**config.mk**
```make
export PLATFORM = sky130hd
export DESIGN_NAME = pbcr_bank
export DESIGN_NICKNAME = d
export VERILOG_FILES = /design/src/pbcr_pkg.sv /design/src/pbcr_port_ctrl.sv /design/src/pbcr_bank.sv
export SDC_FILE = /design/constraint.sdc
export NUM_CORES = 1
export LEC_CHECK = 0
export ABC_AREA = 1
export BUFFER_PORTS_ARGS = -buffer_cell sky130_fd_sc_hd__buf_2
export CAP_MARGIN = 10
export CORE_MARGIN = 3
export CORE_UTILIZATION = 52
export DETAILED_ROUTE_END_ITERATION = 12
export PLACE_DENSITY = 0.84
export SLEW_MARGIN = 15
export SYNTH_ARGS = -nofsm -noshare
export SYNTH_HDL_FRONTEND = slang
export SYNTH_SLANG_ARGS = --single-unit
```
**constraint.sdc**
```tcl
create_clock -name ref_clk_in -period 2.24 [get_ports ref_clk_in]
set_input_delay 0.448 -clock ref_clk_in [delete_from_list [all_inputs] [get_ports ref_clk_in]]
set_output_delay 0.448 -clock ref_clk_in [all_outputs]
set_load 0.05 [all_outputs]
```
**src/pbcr_pkg.sv**
```systemverilog
/*
  Constants, types and helper functions shared by the per-port PHY basic
  control register bank. Assumes a single 200 MHz management clock domain.
*/
package pbcr_pkg;

  // ==========================================================================
  // widths and port map
  // ==========================================================================
  localparam int unsigned DATA_W    = 16;
  localparam int unsigned ADDR_W    = 5;
  localparam int unsigned SPI_ADDR_W = 8;
  localparam int unsigned NUM_PORTS = 3;

  localparam logic [4:0] PHYAD_PORT1 = 5'h01;
  localparam logic [4:0] PHYAD_PORT3 = 5'h03;

  // host port window: base + port * stride + register address
  localparam logic [7:0] SPI_PHY_BASE    = 8'h00;
  localparam logic [7:0] SPI_PORT_STRIDE = 8'h20;

  // ==========================================================================
  // register addresses
  // ==========================================================================
  localparam logic [4:0] REGAD_BASIC_CONTROL = 5'h00;
  localparam logic [4:0] REGAD_LAST_STD      = 5'h05;
  localparam logic [4:0] REGAD_EXT_A         = 5'h1D;
  localparam logic [4:0] REGAD_EXT_B         = 5'h1F;

  // ==========================================================================
  // basic control field positions
  // ==========================================================================
  localparam int unsigned BIT_SOFT_RESET      = 15;
  localparam int unsigned BIT_MAC_LOOPBACK    = 14;
  localparam int unsigned BIT_SPEED_100       = 13;
  localparam int unsigned BIT_AUTONEG_ENABLE  = 12;
  localparam int unsigned BIT_POWER_DOWN      = 11;
  localparam int unsigned BIT_LINE_ISOLATE    = 10;
  localparam int unsigned BIT_AUTONEG_RESTART = 9;
  localparam int unsigned BIT_DUPLEX_FULL     = 8;
  localparam int unsigned BIT_XOVER_ALGO      = 5;
  localparam int unsigned BIT_FORCED_WIRING   = 4;
  localparam int unsigned BIT_AUTO_XOVER_DIS  = 3;
  localparam int unsigned BIT_FEF_DISABLE     = 2;
  localparam int unsigned BIT_TX_DISABLE      = 1;
  localparam int unsigned BIT_INDICATOR_DIS   = 0;

  // value after reset and the bits that hold state (15, 9, 7, 6 store nothing)
  localparam logic [15:0] CTRL_RESET_VAL = 16'h3120;
  localparam logic [15:0] CTRL_STORE_MASK = 16'h7D3F;

  // ==========================================================================
  // timing
  // ==========================================================================
  localparam int unsigned CLK_PERIOD_NS     = 5;
  localparam int unsigned SOFT_RST_TIME_NS  = 100;
  localparam int unsigned SOFT_RST_CYCLES   =
    (SOFT_RST_TIME_NS + CLK_PERIOD_NS - 1) / CLK_PERIOD_NS;
  localparam int unsigned SOFT_RST_CNT_W    = 5;
  localparam logic [4:0]  SOFT_RST_LAST     = 5'(SOFT_RST_CYCLES - 1);

  typedef enum logic [0:0] {
    PBCR_PS_RUN,
    PBCR_PS_SOFT_RESET
  } pbcr_port_state_e;

  // ==========================================================================
  // decode helpers
  // ==========================================================================
  function automatic logic pbcr_regad_supported(input logic [4:0] regad);
    return (regad <= REGAD_LAST_STD) || (regad == REGAD_EXT_A) ||
           (regad == REGAD_EXT_B);
  endfunction : pbcr_regad_supported

  function automatic logic pbcr_phyad_hit(input logic [4:0] phyad);
    return (phyad >= PHYAD_PORT1) && (phyad <= PHYAD_PORT3);
  endfunction : pbcr_phyad_hit

  function automatic logic [1:0] pbcr_phyad_index(input logic [4:0] phyad);
    logic [4:0] diff;
    diff = phyad - PHYAD_PORT1;
    return diff[1:0];
  endfunction : pbcr_phyad_index

endpackage : pbcr_pkg

```
**src/pbcr_port_ctrl.sv**
```systemverilog
/*
  One port's basic control register with self-clearing soft reset and
  auto-negotiation restart. Assumes one-cycle write strobes from the bank.
*/
module pbcr_port_ctrl
  import pbcr_pkg::*;
(
  input  wire logic        ref_clk_in,
  input  wire logic        srst_in,
  input  wire logic        ce_in,
  input  wire logic        wr_en_in,
  input  wire logic [15:0] wdata_in,
  output logic      [15:0] ctrl_out,
  output logic             soft_reset_out,
  output logic             autoneg_restart_out
);

  // ==========================================================================
  // state
  // ==========================================================================
  pbcr_port_state_e    state_q;
  pbcr_port_state_e    state_d;
  logic [15:0]         ctrl_q;
  logic [15:0]         ctrl_d;
  logic [4:0]          cnt_q;
  logic [4:0]          cnt_d;
  logic                restart_d;
  logic                soft_d;

  wire logic wr_ok   = wr_en_in && (state_q == PBCR_PS_RUN);
  wire logic soft_go = wr_ok && wdata_in[BIT_SOFT_RESET];

  // ==========================================================================
  // next state
  // ==========================================================================
  always_comb begin
    state_d   = state_q;
    ctrl_d    = ctrl_q;
    cnt_d     = cnt_q;
    restart_d = 1'b0;
    unique case (state_q)
      PBCR_PS_RUN: begin
        if (soft_go) begin
          // soft reset wins over any other bit of the same write
          state_d = PBCR_PS_SOFT_RESET;
          ctrl_d  = CTRL_RESET_VAL;
          cnt_d   = SOFT_RST_LAST;
        end else if (wr_ok) begin
          ctrl_d    = wdata_in & CTRL_STORE_MASK;
          restart_d = wdata_in[BIT_AUTONEG_RESTART];
        end
      end
      PBCR_PS_SOFT_RESET: begin
        // writes are dropped until the port comes out of reset
        if (cnt_q == 5'h00) begin
          state_d = PBCR_PS_RUN;
        end else begin
          cnt_d = cnt_q - 5'h01;
        end
      end
    endcase
    soft_d = (state_d == PBCR_PS_SOFT_RESET);
  end

  always_ff @(posedge ref_clk_in) begin
    if (srst_in) begin
      state_q             <= PBCR_PS_RUN;
      ctrl_q              <= CTRL_RESET_VAL;
      cnt_q               <= 5'h00;
      soft_reset_out      <= 1'b0;
      autoneg_restart_out <= 1'b0;
    end else if (ce_in) begin
      state_q             <= state_d;
      ctrl_q              <= ctrl_d;
      cnt_q               <= cnt_d;
      soft_reset_out      <= soft_d;
      autoneg_restart_out <= restart_d;
    end
  end

  // bit 15 reads one only while the reset is running
  assign ctrl_out = ctrl_q | {soft_reset_out, 15'h0000};

endmodule : pbcr_port_ctrl

```
**src/pbcr_bank.sv**
```systemverilog
/*
  Basic control register bank for three copper ports, reached by a
  management-frame request port (PHY and register address) and a host
  port with its own flat byte addressing. Both request ports are logic on
  the same clock and keep req high until ack; status, identifier and
  advertisement registers live elsewhere and read as zero here.
*/
// Summary of operation
// - PHY addresses 1, 2, 3 select ports
// - register addresses 0-5, 1D, 1F supported
// - host port reaches same registers, other mapping
// - bit 15 soft-resets port, then self-clears
// - bit 14 loops traffic at MAC/PHY
// - bit 13 forces 100 or 10 Mbps
// - bit 12 enables auto-negotiation, reset one
// - bit 11 powers the PHY down
// - bit 10 isolates PHY from transmit pair
// - bit 9 restarts auto-negotiation
// - bit 8 forces full or half duplex
// - bit 5 selects crossover algorithm variant
// - bit 4 forces straight or crossed wiring
// - bit 3 disables automatic crossover detection
// - bit 2 disables far-end-fault detection
// - bit 1 disables the transmitter
// - bit 0 disables LED indicators
module pbcr_bank
  import pbcr_pkg::*;
(
  input  wire logic        ref_clk_in,
  input  wire logic        srst_in,
  input  wire logic        ce_in,
  input  wire logic        mgmt_req_in,
  input  wire logic        mgmt_wr_in,
  input  wire logic [4:0]  mgmt_phy_addr_in,
  input  wire logic [4:0]  mgmt_reg_addr_in,
  input  wire logic [15:0] mgmt_wdata_in,
  output logic             mgmt_ack_out,
  output logic             mgmt_err_out,
  output logic      [15:0] mgmt_rdata_out,
  input  wire logic        spi_req_in,
  input  wire logic        spi_wr_in,
  input  wire logic [7:0]  spi_addr_in,
  input  wire logic [15:0] spi_wdata_in,
  output logic             spi_ack_out,
  output logic             spi_err_out,
  output logic      [15:0] spi_rdata_out,
  output logic      [2:0]  phy_soft_reset_out,
  output logic      [2:0]  mac_loopback_out,
  output logic      [2:0]  speed_100_out,
  output logic      [2:0]  autoneg_enable_out,
  output logic      [2:0]  power_down_out,
  output logic      [2:0]  line_isolate_out,
  output logic      [2:0]  autoneg_restart_out,
  output logic      [2:0]  duplex_full_out,
  output logic      [2:0]  crossover_algorithm_select_out,
  output logic      [2:0]  forced_wiring_select_out,
  output logic      [2:0]  auto_crossover_disable_out,
  output logic      [2:0]  far_end_fault_disable_out,
  output logic      [2:0]  tx_disable_out,
  output logic      [2:0]  indicator_disable_out
);

  // ==========================================================================
  // management request decode
  // ==========================================================================
  logic [15:0] ctrl_vec [NUM_PORTS];
  logic [2:0]  port_wr_en;
  logic [15:0] port_wdata;
  logic [2:0]  soft_busy;

  wire logic       mgmt_take     = ce_in && mgmt_req_in && !mgmt_ack_out;
  wire logic       mgmt_port_hit = pbcr_phyad_hit(mgmt_phy_addr_in);
  wire logic [1:0] mgmt_idx      = pbcr_phyad_index(mgmt_phy_addr_in);
  wire logic       mgmt_reg_ok   = pbcr_regad_supported(mgmt_reg_addr_in);
  wire logic       mgmt_valid    = mgmt_port_hit && mgmt_reg_ok;
  wire logic       mgmt_is_ctrl  = mgmt_valid &&
                                   (mgmt_reg_addr_in == REGAD_BASIC_CONTROL);

  // ==========================================================================
  // host port decode
  // ==========================================================================
  // the host window holds three 32-entry blocks, one per port
  wire logic [7:0] spi_off      = spi_addr_in - SPI_PHY_BASE;
  wire logic [7:0] spi_blk      = spi_off / SPI_PORT_STRIDE;
  wire logic [4:0] spi_regad    = spi_off[4:0];
  wire logic [1:0] spi_idx      = spi_blk[1:0];
  wire logic       spi_port_hit = (spi_addr_in >= SPI_PHY_BASE) &&
                                  (spi_blk < 8'(NUM_PORTS));
  wire logic       spi_valid    = spi_port_hit && pbcr_regad_supported(spi_regad);
  wire logic       spi_is_ctrl  = spi_valid && (spi_regad == REGAD_BASIC_CONTROL);

  // management frames have priority; a held host request is taken later
  wire logic spi_take = ce_in && spi_req_in && !spi_ack_out && !mgmt_take;

  // ==========================================================================
  // write steering
  // ==========================================================================
  wire logic mgmt_wr_ctrl = mgmt_take && mgmt_wr_in && mgmt_is_ctrl;
  wire logic spi_wr_ctrl  = spi_take && spi_wr_in && spi_is_ctrl;

  assign port_wdata = mgmt_wr_ctrl ? mgmt_wdata_in : spi_wdata_in;

  genvar gp;
  generate
    for (gp = 0; gp < NUM_PORTS; gp++) begin : g_port
      assign port_wr_en[gp] = (mgmt_wr_ctrl && (mgmt_idx == 2'(gp))) ||
                              (spi_wr_ctrl && (spi_idx == 2'(gp)));

      pbcr_port_ctrl u_ctrl (
        .ref_clk_in          (ref_clk_in),
        .srst_in             (srst_in),
        .ce_in               (ce_in),
        .wr_en_in            (port_wr_en[gp]),
        .wdata_in            (port_wdata),
        .ctrl_out            (ctrl_vec[gp]),
        .soft_reset_out      (soft_busy[gp]),
        .autoneg_restart_out (autoneg_restart_out[gp])
      );

      // controls go straight from the register flops to the PHY
      assign phy_soft_reset_out[gp]             = soft_busy[gp];
      assign mac_loopback_out[gp]               = ctrl_vec[gp][BIT_MAC_LOOPBACK];
      assign speed_100_out[gp]                  = ctrl_vec[gp][BIT_SPEED_100];
      assign autoneg_enable_out[gp]             = ctrl_vec[gp][BIT_AUTONEG_ENABLE];
      assign power_down_out[gp]                 = ctrl_vec[gp][BIT_POWER_DOWN];
      assign line_isolate_out[gp]               = ctrl_vec[gp][BIT_LINE_ISOLATE];
      assign duplex_full_out[gp]                = ctrl_vec[gp][BIT_DUPLEX_FULL];
      assign crossover_algorithm_select_out[gp] = ctrl_vec[gp][BIT_XOVER_ALGO];
      assign forced_wiring_select_out[gp]       = ctrl_vec[gp][BIT_FORCED_WIRING];
      assign auto_crossover_disable_out[gp]     = ctrl_vec[gp][BIT_AUTO_XOVER_DIS];
      assign far_end_fault_disable_out[gp]      = ctrl_vec[gp][BIT_FEF_DISABLE];
      assign tx_disable_out[gp]                 = ctrl_vec[gp][BIT_TX_DISABLE];
      assign indicator_disable_out[gp]          = ctrl_vec[gp][BIT_INDICATOR_DIS];
    end
  endgenerate

  // ==========================================================================
  // read data
  // ==========================================================================
  // the words come in as arguments so that the continuous assignments below
  // follow every register change, not only address changes
  function automatic logic [15:0] pick_ctrl(input logic [1:0]  idx,
                                            input logic        is_ctrl,
                                            input logic [15:0] w0,
                                            input logic [15:0] w1,
                                            input logic [15:0] w2);
    logic [15:0] v;
    v = 16'h0000;
    if (is_ctrl) begin
      unique case (idx)
        2'd0:    v = w0;
        2'd1:    v = w1;
        2'd2:    v = w2;
        default: v = 16'h0000;
      endcase
    end
    return v;
  endfunction : pick_ctrl

  // other supported registers are owned outside and read as zero here
  wire logic [15:0] mgmt_rd_word = pick_ctrl(mgmt_idx, mgmt_is_ctrl,
                                             ctrl_vec[0], ctrl_vec[1], ctrl_vec[2]);
  wire logic [15:0] spi_rd_word  = pick_ctrl(spi_idx, spi_is_ctrl,
                                             ctrl_vec[0], ctrl_vec[1], ctrl_vec[2]);

  // ==========================================================================
  // answers: ack one cycle after the take, one cycle wide
  // ==========================================================================
  always_ff @(posedge ref_clk_in) begin
    if (srst_in) begin
      mgmt_ack_out   <= 1'b0;
      mgmt_err_out   <= 1'b0;
      mgmt_rdata_out <= 16'h0000;
    end else if (ce_in) begin
      mgmt_ack_out   <= mgmt_take;
      mgmt_err_out   <= mgmt_take && !mgmt_valid;
      mgmt_rdata_out <= (mgmt_take && !mgmt_wr_in) ? mgmt_rd_word : 16'h0000;
    end
  end

  always_ff @(posedge ref_clk_in) begin
    if (srst_in) begin
      spi_ack_out   <= 1'b0;
      spi_err_out   <= 1'b0;
      spi_rdata_out <= 16'h0000;
    end else if (ce_in) begin
      spi_ack_out   <= spi_take;
      spi_err_out   <= spi_take && !spi_valid;
      spi_rdata_out <= (spi_take && !spi_wr_in) ? spi_rd_word : 16'h0000;
    end
  end

  // ==========================================================================
  // assertions (port 0 stands for all three)
  // ==========================================================================
  wire logic wr0_ok = port_wr_en[0] && !soft_busy[0] && !port_wdata[BIT_SOFT_RESET];

  property p_phyad_decode;
    @(posedge ref_clk_in) disable iff (srst_in || !ce_in)
    (mgmt_take && !mgmt_port_hit) |=> (mgmt_ack_out && mgmt_err_out);
  endproperty
  a_phyad_decode: assert property (p_phyad_decode)
    else $error("unknown phy address not flagged");

  property p_regad_unsupported;
    @(posedge ref_clk_in) disable iff (srst_in || !ce_in)
    (mgmt_take && mgmt_port_hit && !mgmt_reg_ok) |=>
      (mgmt_err_out && mgmt_rdata_out == 16'h0000);
  endproperty
  a_regad_unsupported: assert property (p_regad_unsupported)
    else $error("unsupported register not refused");

  property p_spi_read_port0;
    @(posedge ref_clk_in) disable iff (srst_in || !ce_in)
    (spi_take && !spi_wr_in && spi_is_ctrl && spi_idx == 2'd0) |=>
      (spi_ack_out && spi_rdata_out == $past(ctrl_vec[0]));
  endproperty
  a_spi_read_port0: assert property (p_spi_read_port0)
    else $error("host read of port 0 control mismatched");

  property p_soft_reset_len;
    @(posedge ref_clk_in) disable iff (srst_in || !ce_in)
    (port_wr_en[0] && !soft_busy[0] && port_wdata[BIT_SOFT_RESET]) |=>
      soft_busy[0] [*8] ##[1:30] !soft_busy[0];
  endproperty
  a_soft_reset_len: assert property (p_soft_reset_len)
    else $error("soft reset length wrong");

  property p_soft_reset_defaults;
    @(posedge ref_clk_in) disable iff (srst_in || !ce_in)
    $fell(soft_busy[0]) |-> (ctrl_vec[0] == CTRL_RESET_VAL);
  endproperty
  a_soft_reset_defaults: assert property (p_soft_reset_defaults)
    else $error("soft reset left non-default control");

  property p_loopback_write;
    @(posedge ref_clk_in) disable iff (srst_in || !ce_in)
    wr0_ok |=> (mac_loopback_out[0] == $past(port_wdata[BIT_MAC_LOOPBACK]));
  endproperty
  a_loopback_write: assert property (p_loopback_write)
    else $error("loopback bit not taken");

  property p_speed_duplex_write;
    @(posedge ref_clk_in) disable iff (srst_in || !ce_in)
    wr0_ok |=> (speed_100_out[0] == $past(port_wdata[BIT_SPEED_100])) &&
               (duplex_full_out[0] == $past(port_wdata[BIT_DUPLEX_FULL]));
  endproperty
  a_speed_duplex_write: assert property (p_speed_duplex_write)
    else $error("forced speed or duplex not taken");

  property p_mode_bits_write;
    @(posedge ref_clk_in) disable iff (srst_in || !ce_in)
    wr0_ok |=> (autoneg_enable_out[0] == $past(port_wdata[BIT_AUTONEG_ENABLE])) &&
               (power_down_out[0] == $past(port_wdata[BIT_POWER_DOWN])) &&
               (line_isolate_out[0] == $past(port_wdata[BIT_LINE_ISOLATE]));
  endproperty
  a_mode_bits_write: assert property (p_mode_bits_write)
    else $error("autoneg, power down or isolate bit not taken");

  property p_crossover_write;
    @(posedge ref_clk_in) disable iff (srst_in || !ce_in)
    wr0_ok |=>
      (crossover_algorithm_select_out[0] == $past(port_wdata[BIT_XOVER_ALGO])) &&
      (forced_wiring_select_out[0] == $past(port_wdata[BIT_FORCED_WIRING])) &&
      (auto_crossover_disable_out[0] == $past(port_wdata[BIT_AUTO_XOVER_DIS]));
  endproperty
  a_crossover_write: assert property (p_crossover_write)
    else $error("crossover control bits not taken");

  property p_disable_bits_write;
    @(posedge ref_clk_in) disable iff (srst_in || !ce_in)
    wr0_ok |=> (far_end_fault_disable_out[0] == $past(port_wdata[BIT_FEF_DISABLE])) &&
               (tx_disable_out[0] == $past(port_wdata[BIT_TX_DISABLE])) &&
               (indicator_disable_out[0] == $past(port_wdata[BIT_INDICATOR_DIS]));
  endproperty
  a_disable_bits_write: assert property (p_disable_bits_write)
    else $error("fault, transmit or indicator disable bit not taken");

  property p_restart_pulse;
    @(posedge ref_clk_in) disable iff (srst_in || !ce_in)
    (wr0_ok && port_wdata[BIT_AUTONEG_RESTART]) |=>
      autoneg_restart_out[0] ##1 !autoneg_restart_out[0];
  endproperty
  a_restart_pulse: assert property (p_restart_pulse)
    else $error("restart pulse wrong");

  property p_reserved_zero;
    @(posedge ref_clk_in) disable iff (srst_in)
    (ctrl_vec[0][7:6] == 2'b00) && (ctrl_vec[0][BIT_AUTONEG_RESTART] == 1'b0);
  endproperty
  a_reserved_zero: assert property (p_reserved_zero)
    else $error("reserved control bits not zero");

  property p_busy_drops_write;
    @(posedge ref_clk_in) disable iff (srst_in || !ce_in)
    (soft_busy[0] && port_wr_en[0] && $stable(soft_busy[0])) |=>
      $stable(ctrl_vec[0][14:0]);
  endproperty
  a_busy_drops_write: assert property (p_busy_drops_write)
    else $error("write taken during soft reset");

  c_mgmt_write: cover property (@(posedge ref_clk_in) mgmt_wr_ctrl);
  c_spi_read:   cover property (@(posedge ref_clk_in) spi_take && !spi_wr_in);
  c_soft_reset: cover property (@(posedge ref_clk_in) $rose(soft_busy[0]));
  c_both_req:   cover property (@(posedge ref_clk_in) mgmt_take && spi_req_in);

endmodule : pbcr_bank

```
==> results.json <==
{
  "floorplan.rows": 33,
  "clkTransAtPathRegs_ns": 0.09,
  "fill_cells": 734,
  "dp_wirelength_um": 10390,
  "powerDensity_nw_per_um2": 610.2,
  "ys_types": 37,
  "die-area_um2": 10080,
  "ctsResizeCount": 0,
  "crit_path_cell_trace": "inv_1, nand3_4, nand2_1, nor2_1, nand4_1, nand2_1, nand2_2, inv_2, o21ai_0, a21oi_1",
  "cellLeakagePower_nw": 2.607,
  "clock_latency_ns": 0.37,
  "globalRouteMet2Util_pct": 45.87,
  "grt_busiest_layer": "met2",
  "clock_net_sink_count": 87,
  "routed_wl_um": 14200,
  "relSlewSlack_pct": 50.67,
  "starting_density_of_the_core_pct": 55.02,
  "count_of_flip_flops_with_a_built_in_enable_after_synthesis": 0,
  "worst_path_max_delay_cell": "dfxtp_1",
  "fin_nets": 834,
  "post_cts_setup_buffers": 0,
  "synthCells": 654,
  "grt_max_degree": 65,
  "grt.met3_usage_pct": 6.324,
  "crit_path_frequent_cell": "nand2_1",
  "finalCritPeriodShare_pct": 88.37,
  "hold-path-cell-count": 3,
  "cts_tree": "built",
  "crit_start_category": "register",
  "whs_ns": 0.4165,
  "tritoncts.num_buffers": 9,
  "finalWeightedCongestion": 0.9541,
  "multi_input_comb_area_um2": 2360,
  "post-route-util_pct": 66.50,
  "status": "complete, no violations",
  "route.antenna.remaining_nets": 0,
  "drv.max_cap_violation_count": 0,
  "critical-path-max-stage-delay_ns": 0.36,
  "post_synth_instance_area_um2": 4634,
  "ctsHoldBuffers": 0,
  "io_pins": 135,
  "avgRoutedWirePerCell_um": 16.12,
  "antenna-diode-count": 0,
  "htreeDepth": 3,
  "synth_top_flop_cell": "dfxtp_1",
  "timing.reg2reg.worst_path_depth": 10,
  "hold_path.class": "in2reg",
  "flow.area_growth_from_synthesis_pct": 20.87,
  "detail_route.iter0.violations": 397,
  "crit_path_max_fanout": 19,
  "detailedPlace.worstSlack_ns": 0.01347,
  "min_delay_worst_endpoint": "mgmt_ack_out",
  "ys_ff_latch": 87,
  "number_of_antenna_violations_at_the_first_check_in_global_routing": 0,
  "regToRegSetupSlack_ns": 0.26,
  "overall_die_height_um": 100.4,
  "portBuffers": 124,
  "grt_use_met1_pct": 35.71,
  "clock_tree.buffer_depth": 2,
  "worst-setup-path-type": "reg2reg",
  "grt_pass1_wl_um": 22560,
  "final.setup.worst_slack_ns": 0.2606,
  "max-vdd-ir-drop_v": 0.0004175,
  "detail_route.vias_per_cell": 5.750,
  "timing.setup.tns_ns": 0,
  "setup_crit_end_kind": "register",
  "timing.final.max_slew_violations": 0,
  "drive_above_1_share_pct": 25.77,
  "grt_pass1_vias": 4719,
  "grt.overflow.total": 0,
  "start_point_of_the_worst_min_delay_path": "mgmt_req_in",
  "final-hold-violation-count": 0,
  "setup-violations-final": 0,
  "globalRouteTotalUtil_pct": 28.05,
  "sequential_cell_area_um2": 1742,
  "timing.final.crit_period_ns": 1.979,
  "first_pass_iters": 6,
  "rsz0062_at_grt": "no",
  "maxClockFrequency_mhz": 505.2,
  "dieWidth_um": 100.4,
  "asyncSetResetFlopFracSynth_pct": 0,
  "worstPathArrival_ns": 2.28,
  "average_instance_area_after_synthesis_um2": 7.086,
  "ys_warn_count": 0,
  "num_vias": 5066,
  "drc": 0,
  "synth_sequential_area_ratio_pct": 37.58,
  "critical_path.reg2reg.endpoint": "g_port[0].u_ctrl.ctrl_q[1]",
  "design.core.area_um2": 8423,
  "worst_clock_skew_ns": 0.009079,
  "timing.critical_path.required_ns": 2.54,
  "clockRootBuffer": "clkbuf_8",
  "worst-slew-pin-transition_ns": 0.7400,
  "worst_reg2reg_path_startpoint": "mgmt_ack_out"
}
-- worst max path at each step --
| stage | start | to | depth (start not counted) |
|---|---|---|---|
| finish | mgmt_ack_out | g_port[0].u_ctrl.ctrl_q[1] | 10 |
| global route | mgmt_ack_out | g_port[0].u_ctrl.ctrl_q[1] | 10 |
| CTS | mgmt_ack_out | g_port[0].u_ctrl.ctrl_q[1] | 10 |
| detailed placement | spi_addr_in[3] | g_port[0].u_ctrl.ctrl_q[14] | 10 |
| global placement | mgmt_phy_addr_in[3] | g_port[0].u_ctrl.ctrl_q[14] | 13 |
| floorplan | mgmt_ack_out | g_port[0].u_ctrl.ctrl_q[5] | 10 |
-- flip-flops by register name, summed over array words and instances (netlist names) --
name                               flops
mgmt_err_out                           1
g_port.u_ctrl.ctrl_q                  36
spi_err_out                            1
g_port.u_ctrl.soft_reset_out           3
mgmt_ack_out                           1
g_port.u_ctrl.autoneg_restart_out      3
mgmt_rdata_out                        13
spi_rdata_out                         13
spi_ack_out                            1
g_port.u_ctrl.cnt_q                   15
-- per-stage QoR --
stage	std cells	instance area, um^2	total power [mW]
3_3_place_gp	865	5310	1.875
5_1_grt	881	5602	3.518
3_5_place_dp	865	5310	1.883
4_1_cts	881	5602	3.420
2_1_floorplan	659	4653	1.777
6_report	881	5602	3.418
-- where the power goes --
part	internal [mW]	switching [mW]	total [mW]
Sequential	1.55	0.00242	1.55
Clock	0.972	0.593	1.56
Combinational	0.0903	0.212	0.302
Total	2.61	0.807	3.42
-- cell families (layout without fill, tap and decap cells) --
kind of cell	Yosys count	after routing	synth area share (%)
AO/OA/AOI/OAI	145	145	20.41
XOR/XNOR	6	6	1.134
adder cells (fa/ha/maj)	6	6	1.620
buffers and inverters	123	240	11.91
flip-flops	87	87	37.58
other	1	6	0.08092
AND/OR/NAND/NOR	286	286	27.27
-- synth_stat cells, drive strengths merged (5+ instances only) --
library cell	count	area share, %
o21ai	25	2.7
a32oi	13	2.5
buf	23	3.8
dfxtp	87	38
nand2	146	12
xnor2	6	1.1
clkbuf	18	1.5
o221ai	11	2.1
nor2	73	6.2
nand3	56	6.9
o22ai	9	1.2
nand4	5	0.81
a211oi	10	2.7
a21oi	66	7.1
ha	6	1.6
inv	78	6.3
-- layout by cell type, fill, tap and decap left out, drive strengths merged --
cell type / count
a221oi: 4
nand3: 56
a211oi: 10
nand2: 146
nand4: 5
bufinv: 5
dfxtp: 87
nor2b: 1
o22ai: 9
nor3: 4
o211ai: 4
ha: 6
a21oi: 66
nor4: 1
inv: 79
buf: 142
a32oi: 13
clkbuf: 9
conb: 6
o221ai: 11
o21ai: 25
xnor2: 6
nor2: 73
o21bai: 3
clkinv: 5
-- critical path, delay by kind of cell (launching register included) --
kind | cells | cell delay (ns)
AOI/OAI and AO/OA | 2 | 0.32
buffers and inverters | 2 | 0.39
DFF | 1 | 0.36
and+or+nand+nor | 6 | 0.85
-- layout make-up --
type / instances / share of cell area (%)
clock inverter: 7 / 2.993
tap: 105 / 2.345
inverter: 82 / 5.517
sequential: 87 / 31.09
timing repair buffer: 142 / 13.71
multi-input combinational: 449 / 42.13
clock buffer: 9 / 2.211
-- metal layers --
layer	part of all wire, %	wire length, um
met5	0	0
met4	3.0	431
met3	9.7	1374
met2	47	6695
met1	40	5698
(Power assumes the default switching activity.)
